--- src/limit_bank_pkg.sv ---
// Package: command codes, reset values and carrier types for the limit command bank
package limit_bank_pkg;

    // ==========================================================
    // Command codes
    localparam logic [7:0] cmd_page = 8'h00;
    localparam logic [7:0] cmd_output_format_byte = 8'h20;
    localparam logic [7:0] cmd_switching_rate_setpoint = 8'h33;
    localparam logic [7:0] cmd_input_start_threshold = 8'h35;
    localparam logic [7:0] cmd_input_stop_threshold = 8'h36;
    localparam logic [7:0] cmd_current_sense_gain = 8'h38;
    localparam logic [7:0] cmd_out_overvolt_fault_level = 8'h40;
    localparam logic [7:0] cmd_out_overvolt_fault_action = 8'h41;
    localparam logic [7:0] cmd_out_overvolt_warn_level = 8'h42;
    localparam logic [7:0] cmd_out_undervolt_warn_level = 8'h43;
    localparam logic [7:0] cmd_out_undervolt_fault_level = 8'h44;
    localparam logic [7:0] cmd_out_undervolt_fault_action = 8'h45;
    localparam logic [7:0] cmd_out_overcurrent_fault_level = 8'h46;
    localparam logic [7:0] cmd_out_overcurrent_fault_action = 8'h47;
    localparam logic [7:0] cmd_out_overcurrent_warn_level = 8'h4a;
    localparam logic [7:0] cmd_overtemp_fault_level = 8'h4f;
    localparam logic [7:0] cmd_overtemp_fault_action = 8'h50;
    localparam logic [7:0] cmd_overtemp_warn_level = 8'h51;
    localparam logic [7:0] cmd_undertemp_fault_level = 8'h53;
    localparam logic [7:0] cmd_undertemp_fault_action = 8'h54;
    localparam logic [7:0] cmd_input_overvolt_fault_level = 8'h55;
    localparam logic [7:0] cmd_input_overvolt_fault_action = 8'h56;
    localparam logic [7:0] cmd_input_undervolt_warn_level = 8'h58;
    localparam logic [7:0] cmd_input_overcurrent_warn_level = 8'h5d;
    localparam logic [7:0] cmd_output_good_assert_level = 8'h5e;
    localparam logic [7:0] cmd_output_good_release_level = 8'h5f;

    // ==========================================================
    // Reset values
    localparam logic [7:0] rst_page = 8'h00;
    localparam logic [7:0] output_format_value = 8'h14;
    localparam logic [15:0] rst_switching_rate_setpoint = 16'hfabc;
    localparam logic [15:0] rst_input_start_threshold = 16'hcb40;
    localparam logic [15:0] rst_input_stop_threshold = 16'hcb00;
    localparam logic [15:0] rst_current_sense_gain = 16'hbb9a;
    localparam logic [15:0] rst_out_overvolt_fault_level = 16'h119a;
    localparam logic [7:0] rst_out_overvolt_fault_action = 8'hb8;
    localparam logic [15:0] rst_out_overvolt_warn_level = 16'h1133;
    localparam logic [15:0] rst_out_undervolt_warn_level = 16'h0ecd;
    localparam logic [15:0] rst_out_undervolt_fault_level = 16'h0e66;
    localparam logic [7:0] rst_out_undervolt_fault_action = 8'hb8;
    localparam logic [15:0] rst_out_overcurrent_fault_level = 16'hdbb8;
    localparam logic [7:0] rst_out_overcurrent_fault_action = 8'h00;
    localparam logic [15:0] rst_out_overcurrent_warn_level = 16'hda80;
    localparam logic [15:0] rst_overtemp_fault_level = 16'heb20;
    localparam logic [7:0] rst_overtemp_fault_action = 8'hb8;
    localparam logic [15:0] rst_overtemp_warn_level = 16'heaa8;
    localparam logic [15:0] rst_undertemp_fault_level = 16'he580;
    localparam logic [7:0] rst_undertemp_fault_action = 8'hb8;
    localparam logic [15:0] rst_input_overvolt_fault_level = 16'hd3e0;
    localparam logic [7:0] rst_input_overvolt_fault_action = 8'h80;
    localparam logic [15:0] rst_input_undervolt_warn_level = 16'hcb26;
    localparam logic [15:0] rst_input_overcurrent_warn_level = 16'hd280;
    localparam logic [15:0] rst_output_good_assert_level = 16'h0ee1;
    localparam logic [15:0] rst_output_good_release_level = 16'h0eb8;

    // ==========================================================
    // Paged slot numbering inside the per-channel arrays
    localparam int num_paged = 17;
    localparam logic [4:0] slot_none = 5'h1f;

    // ==========================================================
    // Carriers
    typedef struct packed {
        logic valid;
        logic write;
        logic is_word;
        logic [7:0] code;
        logic [15:0] data;
    } cmd_req_t;

    typedef struct packed {
        logic valid;
        logic fault;
        logic [15:0] data;
    } cmd_rsp_t;

    typedef struct packed {
        logic [15:0] vout;
        logic [15:0] iout;
        logic [15:0] temp;
    } chan_meas_t;

    typedef struct packed {
        logic [15:0] vin;
        logic [15:0] iin;
    } input_meas_t;

    typedef struct packed {
        logic conv_enable;
        logic vin_ov_fault;
        logic vin_uv_warn;
        logic iin_oc_warn;
    } input_flags_t;

    typedef struct packed {
        logic ov_fault;
        logic ov_warn;
        logic uv_warn;
        logic uv_fault;
        logic oc_fault;
        logic oc_warn;
        logic ot_fault;
        logic ot_warn;
        logic ut_fault;
        logic output_good;
    } chan_flags_t;

endpackage

--- src/fault_limit_command_bank.sv ---
// Command-addressed limit and fault-action bank for a two-channel power controller
// How it works
// - Unpaged switching rate word at 0x33, 0xFABC
// - Unpaged start threshold 0x35; conversion starts at or above
// - Unpaged stop threshold 0x36; stop at or below
// - Paged sense gain 0x38, default 0xBB9A
// - Paged overvolt fault level and action byte
// - Paged overvolt warning level 0x42, flagged above
// - Paged undervolt warning level 0x43, flagged below
// - Paged undervolt fault level and action byte
// - Paged overcurrent fault level, action resets 0x00
// - Paged overcurrent warning 0x4A, flagged above
// - Paged overtemp fault level and action byte
// - Paged overtemp warning 0x51, flagged above
// - Paged undertemp fault level and action byte
// - Unpaged input overvolt level, paged action byte
// - Unpaged input undervolt warning 0x58, below
// - Unpaged input overcurrent warning 0x5D, above
// - Output good set at or above 0x5E
// - Output good cleared at or below 0x5F
// - Output voltage words unsigned, format byte reads 0x14
// - Page byte 0x00 selects channel copy
// - Unsupported codes raise communication fault
module fault_limit_command_bank
    import limit_bank_pkg::*;
#(
    parameter int channels = 2
) (
    input wire logic clock,
    input wire logic resetn,
    input wire cmd_req_t req,
    input wire chan_meas_t [1:0] meas,
    input wire input_meas_t in_meas,
    output cmd_rsp_t rsp,
    output logic communication_fault,
    output logic [15:0] switching_rate_setpoint,
    output logic [15:0] current_sense_gain [2],
    output logic [7:0] fault_action [2][6],
    output input_flags_t in_flags,
    output chan_flags_t [1:0] ch_flags
);

    // ==========================================================
    // Slot decode for paged entries
    function automatic logic [4:0] paged_slot(input logic [7:0] code);
        case (code)
            cmd_current_sense_gain: paged_slot = 5'h00;
            cmd_out_overvolt_fault_level: paged_slot = 5'h01;
            cmd_out_overvolt_fault_action: paged_slot = 5'h02;
            cmd_out_overvolt_warn_level: paged_slot = 5'h03;
            cmd_out_undervolt_warn_level: paged_slot = 5'h04;
            cmd_out_undervolt_fault_level: paged_slot = 5'h05;
            cmd_out_undervolt_fault_action: paged_slot = 5'h06;
            cmd_out_overcurrent_fault_level: paged_slot = 5'h07;
            cmd_out_overcurrent_fault_action: paged_slot = 5'h08;
            cmd_out_overcurrent_warn_level: paged_slot = 5'h09;
            cmd_overtemp_fault_level: paged_slot = 5'h0a;
            cmd_overtemp_fault_action: paged_slot = 5'h0b;
            cmd_overtemp_warn_level: paged_slot = 5'h0c;
            cmd_undertemp_fault_level: paged_slot = 5'h0d;
            cmd_undertemp_fault_action: paged_slot = 5'h0e;
            cmd_input_overvolt_fault_action: paged_slot = 5'h0f;
            cmd_output_good_assert_level: paged_slot = 5'h10;
            cmd_output_good_release_level: paged_slot = 5'h11;
            default: paged_slot = slot_none;
        endcase
    endfunction

    function automatic logic is_byte_slot(input logic [4:0] s);
        is_byte_slot = (s == 5'h02) || (s == 5'h06) || (s == 5'h08) || (s == 5'h0b)
            || (s == 5'h0e) || (s == 5'h0f);
    endfunction

    function automatic logic [15:0] paged_default(input logic [4:0] s);
        case (s)
            5'h00: paged_default = rst_current_sense_gain;
            5'h01: paged_default = rst_out_overvolt_fault_level;
            5'h02: paged_default = {8'h00, rst_out_overvolt_fault_action};
            5'h03: paged_default = rst_out_overvolt_warn_level;
            5'h04: paged_default = rst_out_undervolt_warn_level;
            5'h05: paged_default = rst_out_undervolt_fault_level;
            5'h06: paged_default = {8'h00, rst_out_undervolt_fault_action};
            5'h07: paged_default = rst_out_overcurrent_fault_level;
            5'h08: paged_default = {8'h00, rst_out_overcurrent_fault_action};
            5'h09: paged_default = rst_out_overcurrent_warn_level;
            5'h0a: paged_default = rst_overtemp_fault_level;
            5'h0b: paged_default = {8'h00, rst_overtemp_fault_action};
            5'h0c: paged_default = rst_overtemp_warn_level;
            5'h0d: paged_default = rst_undertemp_fault_level;
            5'h0e: paged_default = {8'h00, rst_undertemp_fault_action};
            5'h0f: paged_default = {8'h00, rst_input_overvolt_fault_action};
            5'h10: paged_default = rst_output_good_assert_level;
            5'h11: paged_default = rst_output_good_release_level;
            default: paged_default = 16'h0000;
        endcase
    endfunction

    // Signed compare for five-bit-exponent linear words of equal exponent
    function automatic logic lin_gt(input logic [15:0] a, input logic [15:0] b);
        lin_gt = $signed(a[10:0]) > $signed(b[10:0]);
    endfunction

    // ==========================================================
    // Storage
    localparam int nslots = num_paged + 1;
    logic [15:0] paged_reg [2][nslots];
    logic [7:0] page_reg;
    logic [15:0] input_start_threshold_reg;
    logic [15:0] input_stop_threshold_reg;
    logic [15:0] input_overvolt_fault_level_reg;
    logic [15:0] input_undervolt_warn_level_reg;
    logic [15:0] input_overcurrent_warn_level_reg;
    logic [15:0] switching_rate_reg;

    logic [4:0] slot;
    logic chan;
    logic unpaged_hit;
    logic [15:0] unpaged_rd;
    logic write_ok;
    assign slot = paged_slot(req.code);
    assign chan = page_reg[0];

    always_comb begin
        unpaged_hit = 1'b1;
        unpaged_rd = 16'h0000;
        case (req.code)
            cmd_page: unpaged_rd = {8'h00, page_reg};
            cmd_output_format_byte: unpaged_rd = {8'h00, output_format_value};
            cmd_switching_rate_setpoint: unpaged_rd = switching_rate_reg;
            cmd_input_start_threshold: unpaged_rd = input_start_threshold_reg;
            cmd_input_stop_threshold: unpaged_rd = input_stop_threshold_reg;
            cmd_input_overvolt_fault_level: unpaged_rd = input_overvolt_fault_level_reg;
            cmd_input_undervolt_warn_level: unpaged_rd = input_undervolt_warn_level_reg;
            cmd_input_overcurrent_warn_level: unpaged_rd = input_overcurrent_warn_level_reg;
            default: unpaged_hit = 1'b0;
        endcase
    end

    // Format byte is read-only; a page beyond the channels is rejected
    assign write_ok = req.valid && req.write
        && !(req.code == cmd_output_format_byte)
        && !(req.code == cmd_page && req.data[7:0] >= 8'(channels))
        && (unpaged_hit || slot != slot_none);

    // ==========================================================
    // Page selector
    always_ff @(posedge clock or negedge resetn) begin
        if (!resetn) begin
            page_reg <= rst_page;
        end else if (write_ok && req.code == cmd_page) begin
            page_reg <= req.data[7:0];
        end
    end

    // ==========================================================
    // Unpaged words
    always_ff @(posedge clock or negedge resetn) begin
        if (!resetn) begin
            switching_rate_reg <= rst_switching_rate_setpoint;
            input_start_threshold_reg <= rst_input_start_threshold;
            input_stop_threshold_reg <= rst_input_stop_threshold;
            input_overvolt_fault_level_reg <= rst_input_overvolt_fault_level;
            input_undervolt_warn_level_reg <= rst_input_undervolt_warn_level;
            input_overcurrent_warn_level_reg <= rst_input_overcurrent_warn_level;
        end else if (write_ok) begin
            case (req.code)
                cmd_switching_rate_setpoint: switching_rate_reg <= req.data;
                cmd_input_start_threshold: input_start_threshold_reg <= req.data;
                cmd_input_stop_threshold: input_stop_threshold_reg <= req.data;
                cmd_input_overvolt_fault_level: input_overvolt_fault_level_reg <= req.data;
                cmd_input_undervolt_warn_level: input_undervolt_warn_level_reg <= req.data;
                cmd_input_overcurrent_warn_level: input_overcurrent_warn_level_reg <= req.data;
                default: ;
            endcase
        end
    end

    // ==========================================================
    // Paged copies, one per channel
    always_ff @(posedge clock or negedge resetn) begin
        if (!resetn) begin
            for (int c = 0; c < 2; c++) begin
                for (int s = 0; s < nslots; s++) begin
                    paged_reg[c][s] <= paged_default(5'(s));
                end
            end
        end else if (write_ok && slot != slot_none) begin
            // Byte entries keep only the low byte
            paged_reg[chan][slot] <= is_byte_slot(slot) ? {8'h00, req.data[7:0]} : req.data;
        end
    end

    // ==========================================================
    // Response, one cycle after the request
    always_ff @(posedge clock or negedge resetn) begin
        if (!resetn) begin
            rsp <= '0;
            communication_fault <= 1'b0;
        end else begin
            rsp.valid <= req.valid;
            rsp.fault <= req.valid && !unpaged_hit && slot == slot_none;
            communication_fault <= req.valid && !(unpaged_hit || slot != slot_none)
                || (req.valid && req.write && !write_ok);
            if (unpaged_hit) begin
                rsp.data <= unpaged_rd;
            end else if (slot != slot_none) begin
                rsp.data <= paged_reg[chan][slot];
            end else begin
                rsp.data <= 16'h0000;
            end
        end
    end

    // ==========================================================
    // Configuration outputs
    always_ff @(posedge clock or negedge resetn) begin
        if (!resetn) begin
            switching_rate_setpoint <= rst_switching_rate_setpoint;
            for (int c = 0; c < 2; c++) begin
                current_sense_gain[c] <= rst_current_sense_gain;
                for (int k = 0; k < 6; k++) begin
                    fault_action[c][k] <= 8'h00;
                end
            end
        end else begin
            switching_rate_setpoint <= switching_rate_reg;
            for (int c = 0; c < 2; c++) begin
                current_sense_gain[c] <= paged_reg[c][0];
                fault_action[c][0] <= paged_reg[c][2][7:0];
                fault_action[c][1] <= paged_reg[c][6][7:0];
                fault_action[c][2] <= paged_reg[c][8][7:0];
                fault_action[c][3] <= paged_reg[c][11][7:0];
                fault_action[c][4] <= paged_reg[c][14][7:0];
                fault_action[c][5] <= paged_reg[c][15][7:0];
            end
        end
    end

    // ==========================================================
    // Input-side comparisons; start/stop hysteresis
    always_ff @(posedge clock or negedge resetn) begin
        if (!resetn) begin
            in_flags <= '0;
        end else begin
            if (!lin_gt(input_start_threshold_reg, in_meas.vin)) begin
                in_flags.conv_enable <= 1'b1;
            end else if (!lin_gt(in_meas.vin, input_stop_threshold_reg)) begin
                in_flags.conv_enable <= 1'b0;
            end
            in_flags.vin_ov_fault <= lin_gt(in_meas.vin, input_overvolt_fault_level_reg);
            in_flags.vin_uv_warn <= lin_gt(input_undervolt_warn_level_reg, in_meas.vin);
            in_flags.iin_oc_warn <= lin_gt(in_meas.iin, input_overcurrent_warn_level_reg);
        end
    end

    // ==========================================================
    // Per-channel comparisons; voltages are compared as whole unsigned 16-bit words
    always_ff @(posedge clock or negedge resetn) begin
        if (!resetn) begin
            ch_flags <= '0;
        end else begin
            for (int c = 0; c < 2; c++) begin
                ch_flags[c].ov_fault <= meas[c].vout > paged_reg[c][1];
                ch_flags[c].ov_warn <= meas[c].vout > paged_reg[c][3];
                ch_flags[c].uv_warn <= meas[c].vout < paged_reg[c][4];
                ch_flags[c].uv_fault <= meas[c].vout < paged_reg[c][5];
                ch_flags[c].oc_fault <= lin_gt(meas[c].iout, paged_reg[c][7]);
                ch_flags[c].oc_warn <= lin_gt(meas[c].iout, paged_reg[c][9]);
                ch_flags[c].ot_fault <= lin_gt(meas[c].temp, paged_reg[c][10]);
                ch_flags[c].ot_warn <= lin_gt(meas[c].temp, paged_reg[c][12]);
                ch_flags[c].ut_fault <= lin_gt(paged_reg[c][13], meas[c].temp);
                if (meas[c].vout >= paged_reg[c][16]) begin
                    ch_flags[c].output_good <= 1'b1;
                end else if (meas[c].vout <= paged_reg[c][17]) begin
                    ch_flags[c].output_good <= 1'b0;
                end
            end
        end
    end
endmodule

--- config.mk ---
export PLATFORM = sky130hd
export DESIGN_NAME = fault_limit_command_bank
export DESIGN_NICKNAME = d
export VERILOG_FILES = /design/src/limit_bank_pkg.sv /design/src/fault_limit_command_bank.sv
export SDC_FILE = /design/constraint.sdc
export NUM_CORES = 2
export LEC_CHECK = 0
export BUFFER_PORTS_ARGS = -buffer_cell sky130_fd_sc_hd__clkbuf_2
export CORE_AREA = 2 2 360 362
export DETAILED_ROUTE_END_ITERATION = 8
export DIE_AREA = 0 0 362 364
export PLACE_DENSITY = 0.57
export RECOVER_POWER = 50
export SYNTH_ARGS = -nofsm -noshare
export SYNTH_HDL_FRONTEND = slang
export SYNTH_SLANG_ARGS = --single-unit
--- constraint.sdc ---
create_clock -name clock -period 3.8 [get_ports clock]
set_clock_uncertainty 0.1 [all_clocks]
set_input_delay 0.19 -clock clock [delete_from_list [all_inputs] [get_ports clock]]
set_output_delay 0.19 -clock clock [all_outputs]
set_load 0.01 [all_outputs]
; Yosys cells after proc, flatten, opt, wreduce, memory -nomap -nowiden
; Index checks and enable logic that the tools add are counted.
; W data, S select, Z words.
[classes]
eq_ne = 34
n_mux = 23
reduce_logical = 35
n_lt_le_gt_ge = 32
bitwise = 2
[op_table]
columns = op, n
row1 = $mux W288, 4
row2 = $bwmux W576, 1
row3 = $demux W288 S1, 1
row4 = $gt A11 B11 Y1, 15
row5 = $eq A8 B7 Y1 const B, 20
row6 = $pmux W16 S8, 1
row7 = $mux W16, 6
row8 = $pmux W5 S18, 1
row9 = $bmux W16 S5, 1
row10 = $demux W16 S5, 1
row11 = $gt A16 B16 Y1, 4
row12 = $lt A16 B16 Y1, 4
row13 = $eq A8 B6 Y1 const B, 5
row14 = $ge A16 B16 Y1, 2
row15 = $le A16 B16 Y1, 2
row16 = $eq A5 B4 Y1 const B, 4
row17 = $logic_and A1 B1 Y1, 13
row18 = $reduce_and A2 Y1, 6
row19 = $ge A8 B2 Y1 const B, 1
row20 = $logic_not A8 Y1, 1
row21 = $reduce_or A8 Y1, 1
row22 = $logic_or A1 B1 Y1, 7
row23 = $mux W1, 7
row24 = $ge A6 B6 Y1 const B, 1
row25 = other kinds (12), 17
[word_totals]
word_cells = 212
ff_bits = 867
input_bits = 157
out_inout_bits = 187

; Depth between registers and ports, before layout
[depth]
word_depth = 10
ltp_mapped = 13

; Worst setup path after synthesis
; OpenSTA, ideal clock, no wires.
[synth_path]
kind = input port to flip-flop
from = in req[23] (netlist name)
to = reg paged_reg[86] (netlist name)
required_ns = 3.572
t_arrival_ns = 2.728
setup_slack_ns = 0.844
path_stages = 12
setup_time_ns = 0.128
cell_sequence = buf_2 nor4b_4 buf_4 nand2_1 o221a_2 buf_2 a32o_1 or2_0 buf_2 nor2_2 buf_4 mux2_1
[synth_between]
elab_chain_cells = 10
word_cells_on_any_way = 47
cone_classes = order compare (2) / eq/ne (26) / mux (7) / bitwise (1) / reduce/logical (11)
[synth_lines]
columns = element, line_no
row1 = from (decl), fault_limit_command_bank.sv:31  ; input wire cmd_req_t req,
row2 = $eq A8 B7 Y1 / $eq A8 B6 Y1 (equally long branches), fault_limit_command_bank.sv:46  ; case (code)
row3 = $pmux W5 S18, fault_limit_command_bank.sv:46
row4 = $not A5 Y6, fault_limit_command_bank.sv:189  ; paged_reg[chan][slot] <= is_byte_slot(slot) ? {8'h00, req.data[7:0]} : req.data;
row5 = $ge A6 B6 Y1 (implied by the code) / $lt A6 B1 Y1 (equally long branches), fault_limit_command_bank.sv:189
row6 = $logic_and A1 B1 Y1 (implied by the code), fault_limit_command_bank.sv:189
row7 = $mux W16, fault_limit_command_bank.sv:189
row8 = $demux W16 S5, fault_limit_command_bank.sv:189
row9 = $mux W288, fault_limit_command_bank.sv:189
row10 = $demux W288 S1, fault_limit_command_bank.sv:189
row11 = $bwmux W576, fault_limit_command_bank.sv:189
row12 = "to (signal, indexed assignment)", fault_limit_command_bank.sv:184  ; paged_reg[c][s] <= paged_default(5'(s));
row13 = "to (signal, indexed assignment)", fault_limit_command_bank.sv:189
row14 = to (decl), fault_limit_command_bank.sv:106  ; logic [15:0] paged_reg [2][nslots];
; Several ways; a longest one is shown, not always the timed one.
; A chain may end at the register's enable or synchronous reset.

; Final worst setup path
[layout_path]
from = in req[20] (netlist name)
to = reg paged_reg[384] (netlist name)
; Same word-level chain as after synthesis.

==> results.cfg <==
[outcome]
status = finished, violations left
violations = capacitance limit, slew limit

[setup_path]
slowest_stage = dlygate4sd3_1
r2r-start = page_reg[0]$_DFFE_PN0P_
path_cells = dlygate4sd3_1 -> clkbuf_2 -> nor4b_4 -> dlygate4sd3_1 -> nand2_1 -> o221a_2 -> and3_1 -> or3_4 -> nor2_2 -> nand2_2 -> mux2_2
cp_top_family = simple AND/OR/NAND/NOR gates
critPathLaunchType = primary input
crit_required_ns = 4.31
critical_path_depth = 11
cp-startpoint = req[20]
worst-setup-path-type = primary input to flop
critPathMaxFanout = 16
worst_path_most_repeated_cell = dlygate4sd3_1
cp_data_arrival_time_ns = 4.13
reg2reg_setup_slack_ns = 0.78
path_buf_inv = 3
end_kind = flop
cpPeakStageDelay_ns = 0.59
r2r_cells = 7

[timing]
setup_ws_ns = 0.173
period_share_pct = 95.4
rsz0062_at_grt = false
setup_viol = 0
post-route-min-period_ns = 3.63
slew_headroom_pct = -100
worst_pin_slew_ns = 3.00
hold_viol_final = 0
fmax_ghz = 0.276
finalMaxSlewViolations = 85
fin_tns_setup_ns = 0

[clock_network]
cts_setup_buffers = 0
cts_tree = built
htree_num_levels = 3
clk_latency_ns = 0.72
hold_buffers = 31
cts_made_buffers = 99
cts_resized = 0
clock-root-buffer = clkbuf_16
path_clk_slew_ns = 0.06
cts.sinks = 867
clock_path_buffers = 3

[placed_design]
dp_hpwl_um = 113000
io_buffers = 312
pre_cts_ws_ns = 0.386
place.gp.congestion = 0.929

[logic_synthesis]
synth-async-reset-ratio_pct = 100
synth-main-ff-cell = dfrtp_1
ys_seq_area_share_pct = 49.6
ys_types = 68
ys_ff_latch = 867
postSynthAreaPerCell_um2 = 11.4
synthCells = 3887
synth-edff-count = 0
ys_warn_count = 0
syn-num-nets = 4397
synth_area_um2 = 44400

[floorplan]
dieWidth_um = 362
die_area_um2 = 132000
num_io_pins = 344
design.core.area_um2 = 128000
placementRows = 132
start_util_pct = 34.6
die_height_um = 364

[flow_run]
maxCapViolCount = 1

[hold_path]
hp-class = primary input to flop
hp-start = req[18]
holdPathStages = 4

[grt]
globalRouteOverflowTotal = 0
grt_start_max_net_pins = 92
first_global_vias = 32800
track_usage_pct = 23.2
antenna_found_initial = 18
grt_pass1_wl_um = 224000

[final_layout]
layout-drive-gt1-share_pct = 30.1
largest_reg_flops = 576
nNetsFinal = 4789
area_growth_pct = 18.8

[power_and_ir_drop]
p_per_area_nw_per_um2 = 407
leakage_nw = 23.8
irDropWorstVdd_uv = 303
power_w = 0.0215

[drt]
viasPerCell = 5.37
drc = 0
num_vias = 32500
drt_iter0_drc = 2693
drt_pass1_iterations = 7
ant_nets = 0
totalWireLength_um = 153000
wl_per_cell_um = 25.3
worst register-to-register path, stage by stage (launching register included):
cell,delay (ns)
dfrtp_4,0.84
buf_12,0.36
buf_4,0.30
nor2_1,0.08
a21oi_1,0.24
o221ai_1,0.18
a22oi_1,0.58
a31o_2,0.27
kinds of logic after synthesis:
group,share of synthesized area (%)
DFF,49.6
AOI/OAI and AO/OA,11.6
muxes,15.3
xor gates and xnor gates,0.0591
buffers and inverters,4.88
and+or+nand+nor,8.64
adders and majority gates,9.94
worst paths after layout:
kind | to
max | paged_reg[384]$_DFFE_PN0P_
min | paged_reg[305]$_DFFE_PN0P_
max reg2reg | rsp[1]$_DFF_PN0_
min reg2reg | switching_rate_setpoint[15]$_DFF_PN1_
max in group asynchronous | fault_action[85]$_DFF_PN0_
min in group asynchronous | current_sense_gain[22]$_DFF_PN0_
Yosys cell counts, types with 64 or more instances:
library cell / n / share of area (%)
dfrtp_1: 583 / 33
mux2_2: 359 / 9.1
ha_1: 353 / 9.9
inv_1: 338 / 2.9
nand2_1: 332 / 2.8
dfstp_2: 284 / 17
o21ai_0: 266 / 3.0
clkbuf_1: 134 / 1.1
mux2i_1: 118 / 2.7
nor2b_1: 101 / 1.4
a21oi_1: 84 / 0.95
o21a_1: 82 / 1.4
nor2_1: 77 / 0.65
nand4_1: 69 / 0.97
a21o_1: 64 / 1.1
layout make-up:
| type | instances | area [µm²] |
|---|---|---|
| fill | 12300 | 75600 |
| sequential | 867 | 22100 |
| multi-input combinational | 2467 | 20300 |
| timing repair buffer | 506 | 3440 |
| clock buffer | 133 | 2820 |
| tap | 1675 | 2100 |
| inverter | 338 | 1270 |
| clock inverter | 54 | 793 |
| antenna | 8 | 20.0 |
layout by cell type, fill, tap and decap left out, types with 65 or more instances in the layout:
master / synthesis / final
mux2_2: 359 / 359
inv_1: 338 / 338
mux2i_1: 118 / 118
dfstp_1: 0 / 65
clkbuf_16: 0 / 101
nor2_1: 77 / 75
dfstp_2: 284 / 219
nand2_1: 332 / 332
dfrtp_1: 583 / 582
o21a_1: 82 / 81
buf_4: 5 / 110
o21ai_0: 266 / 266
ha_1: 353 / 353
nor2b_1: 101 / 101
nand4_1: 69 / 69
a21oi_1: 84 / 84
clkbuf_2: 0 / 313
per-stage QoR:
| stage | hold slack, ns | std cells | instance area (µm²) | utilization, % |
|---|---|---|---|---|
| CTS | 0.00148 | 6040 | 52800 | 41.2 |
| detailed placement | 0.250 | 5822 | 48900 | 38.1 |
| floorplan | -0.206 | 3887 | 44400 | - |
| global route | 0.0566 | 6045 | 52800 | 41.1 |
| global placement | 0.246 | 5822 | 48900 | 38.1 |
| finish | 0.0482 | 6048 | 52800 | 41.1 |
metal layers:
| layer | vias up | GRT usage (%) | share of wire (%) |
|---|---|---|---|
| met5 | - | 0 | 0.034 |
| met3 | 230 | 3.81 | 6.2 |
| li1 | 14600 | - | - |
| met4 | 8 | 8.39 | 3.3 |
| met2 | 1023 | 36.3 | 45 |
| met1 | 16600 | 32.4 | 45 |
power breakdown:
group          total [W]  internal [W]  switching, W
combinational    0.00155      0.000510       0.00104
clock             0.0106       0.00639       0.00418
sequential       0.00936       0.00932     0.0000475
Note: power is estimated with default switching activity, not from simulation.
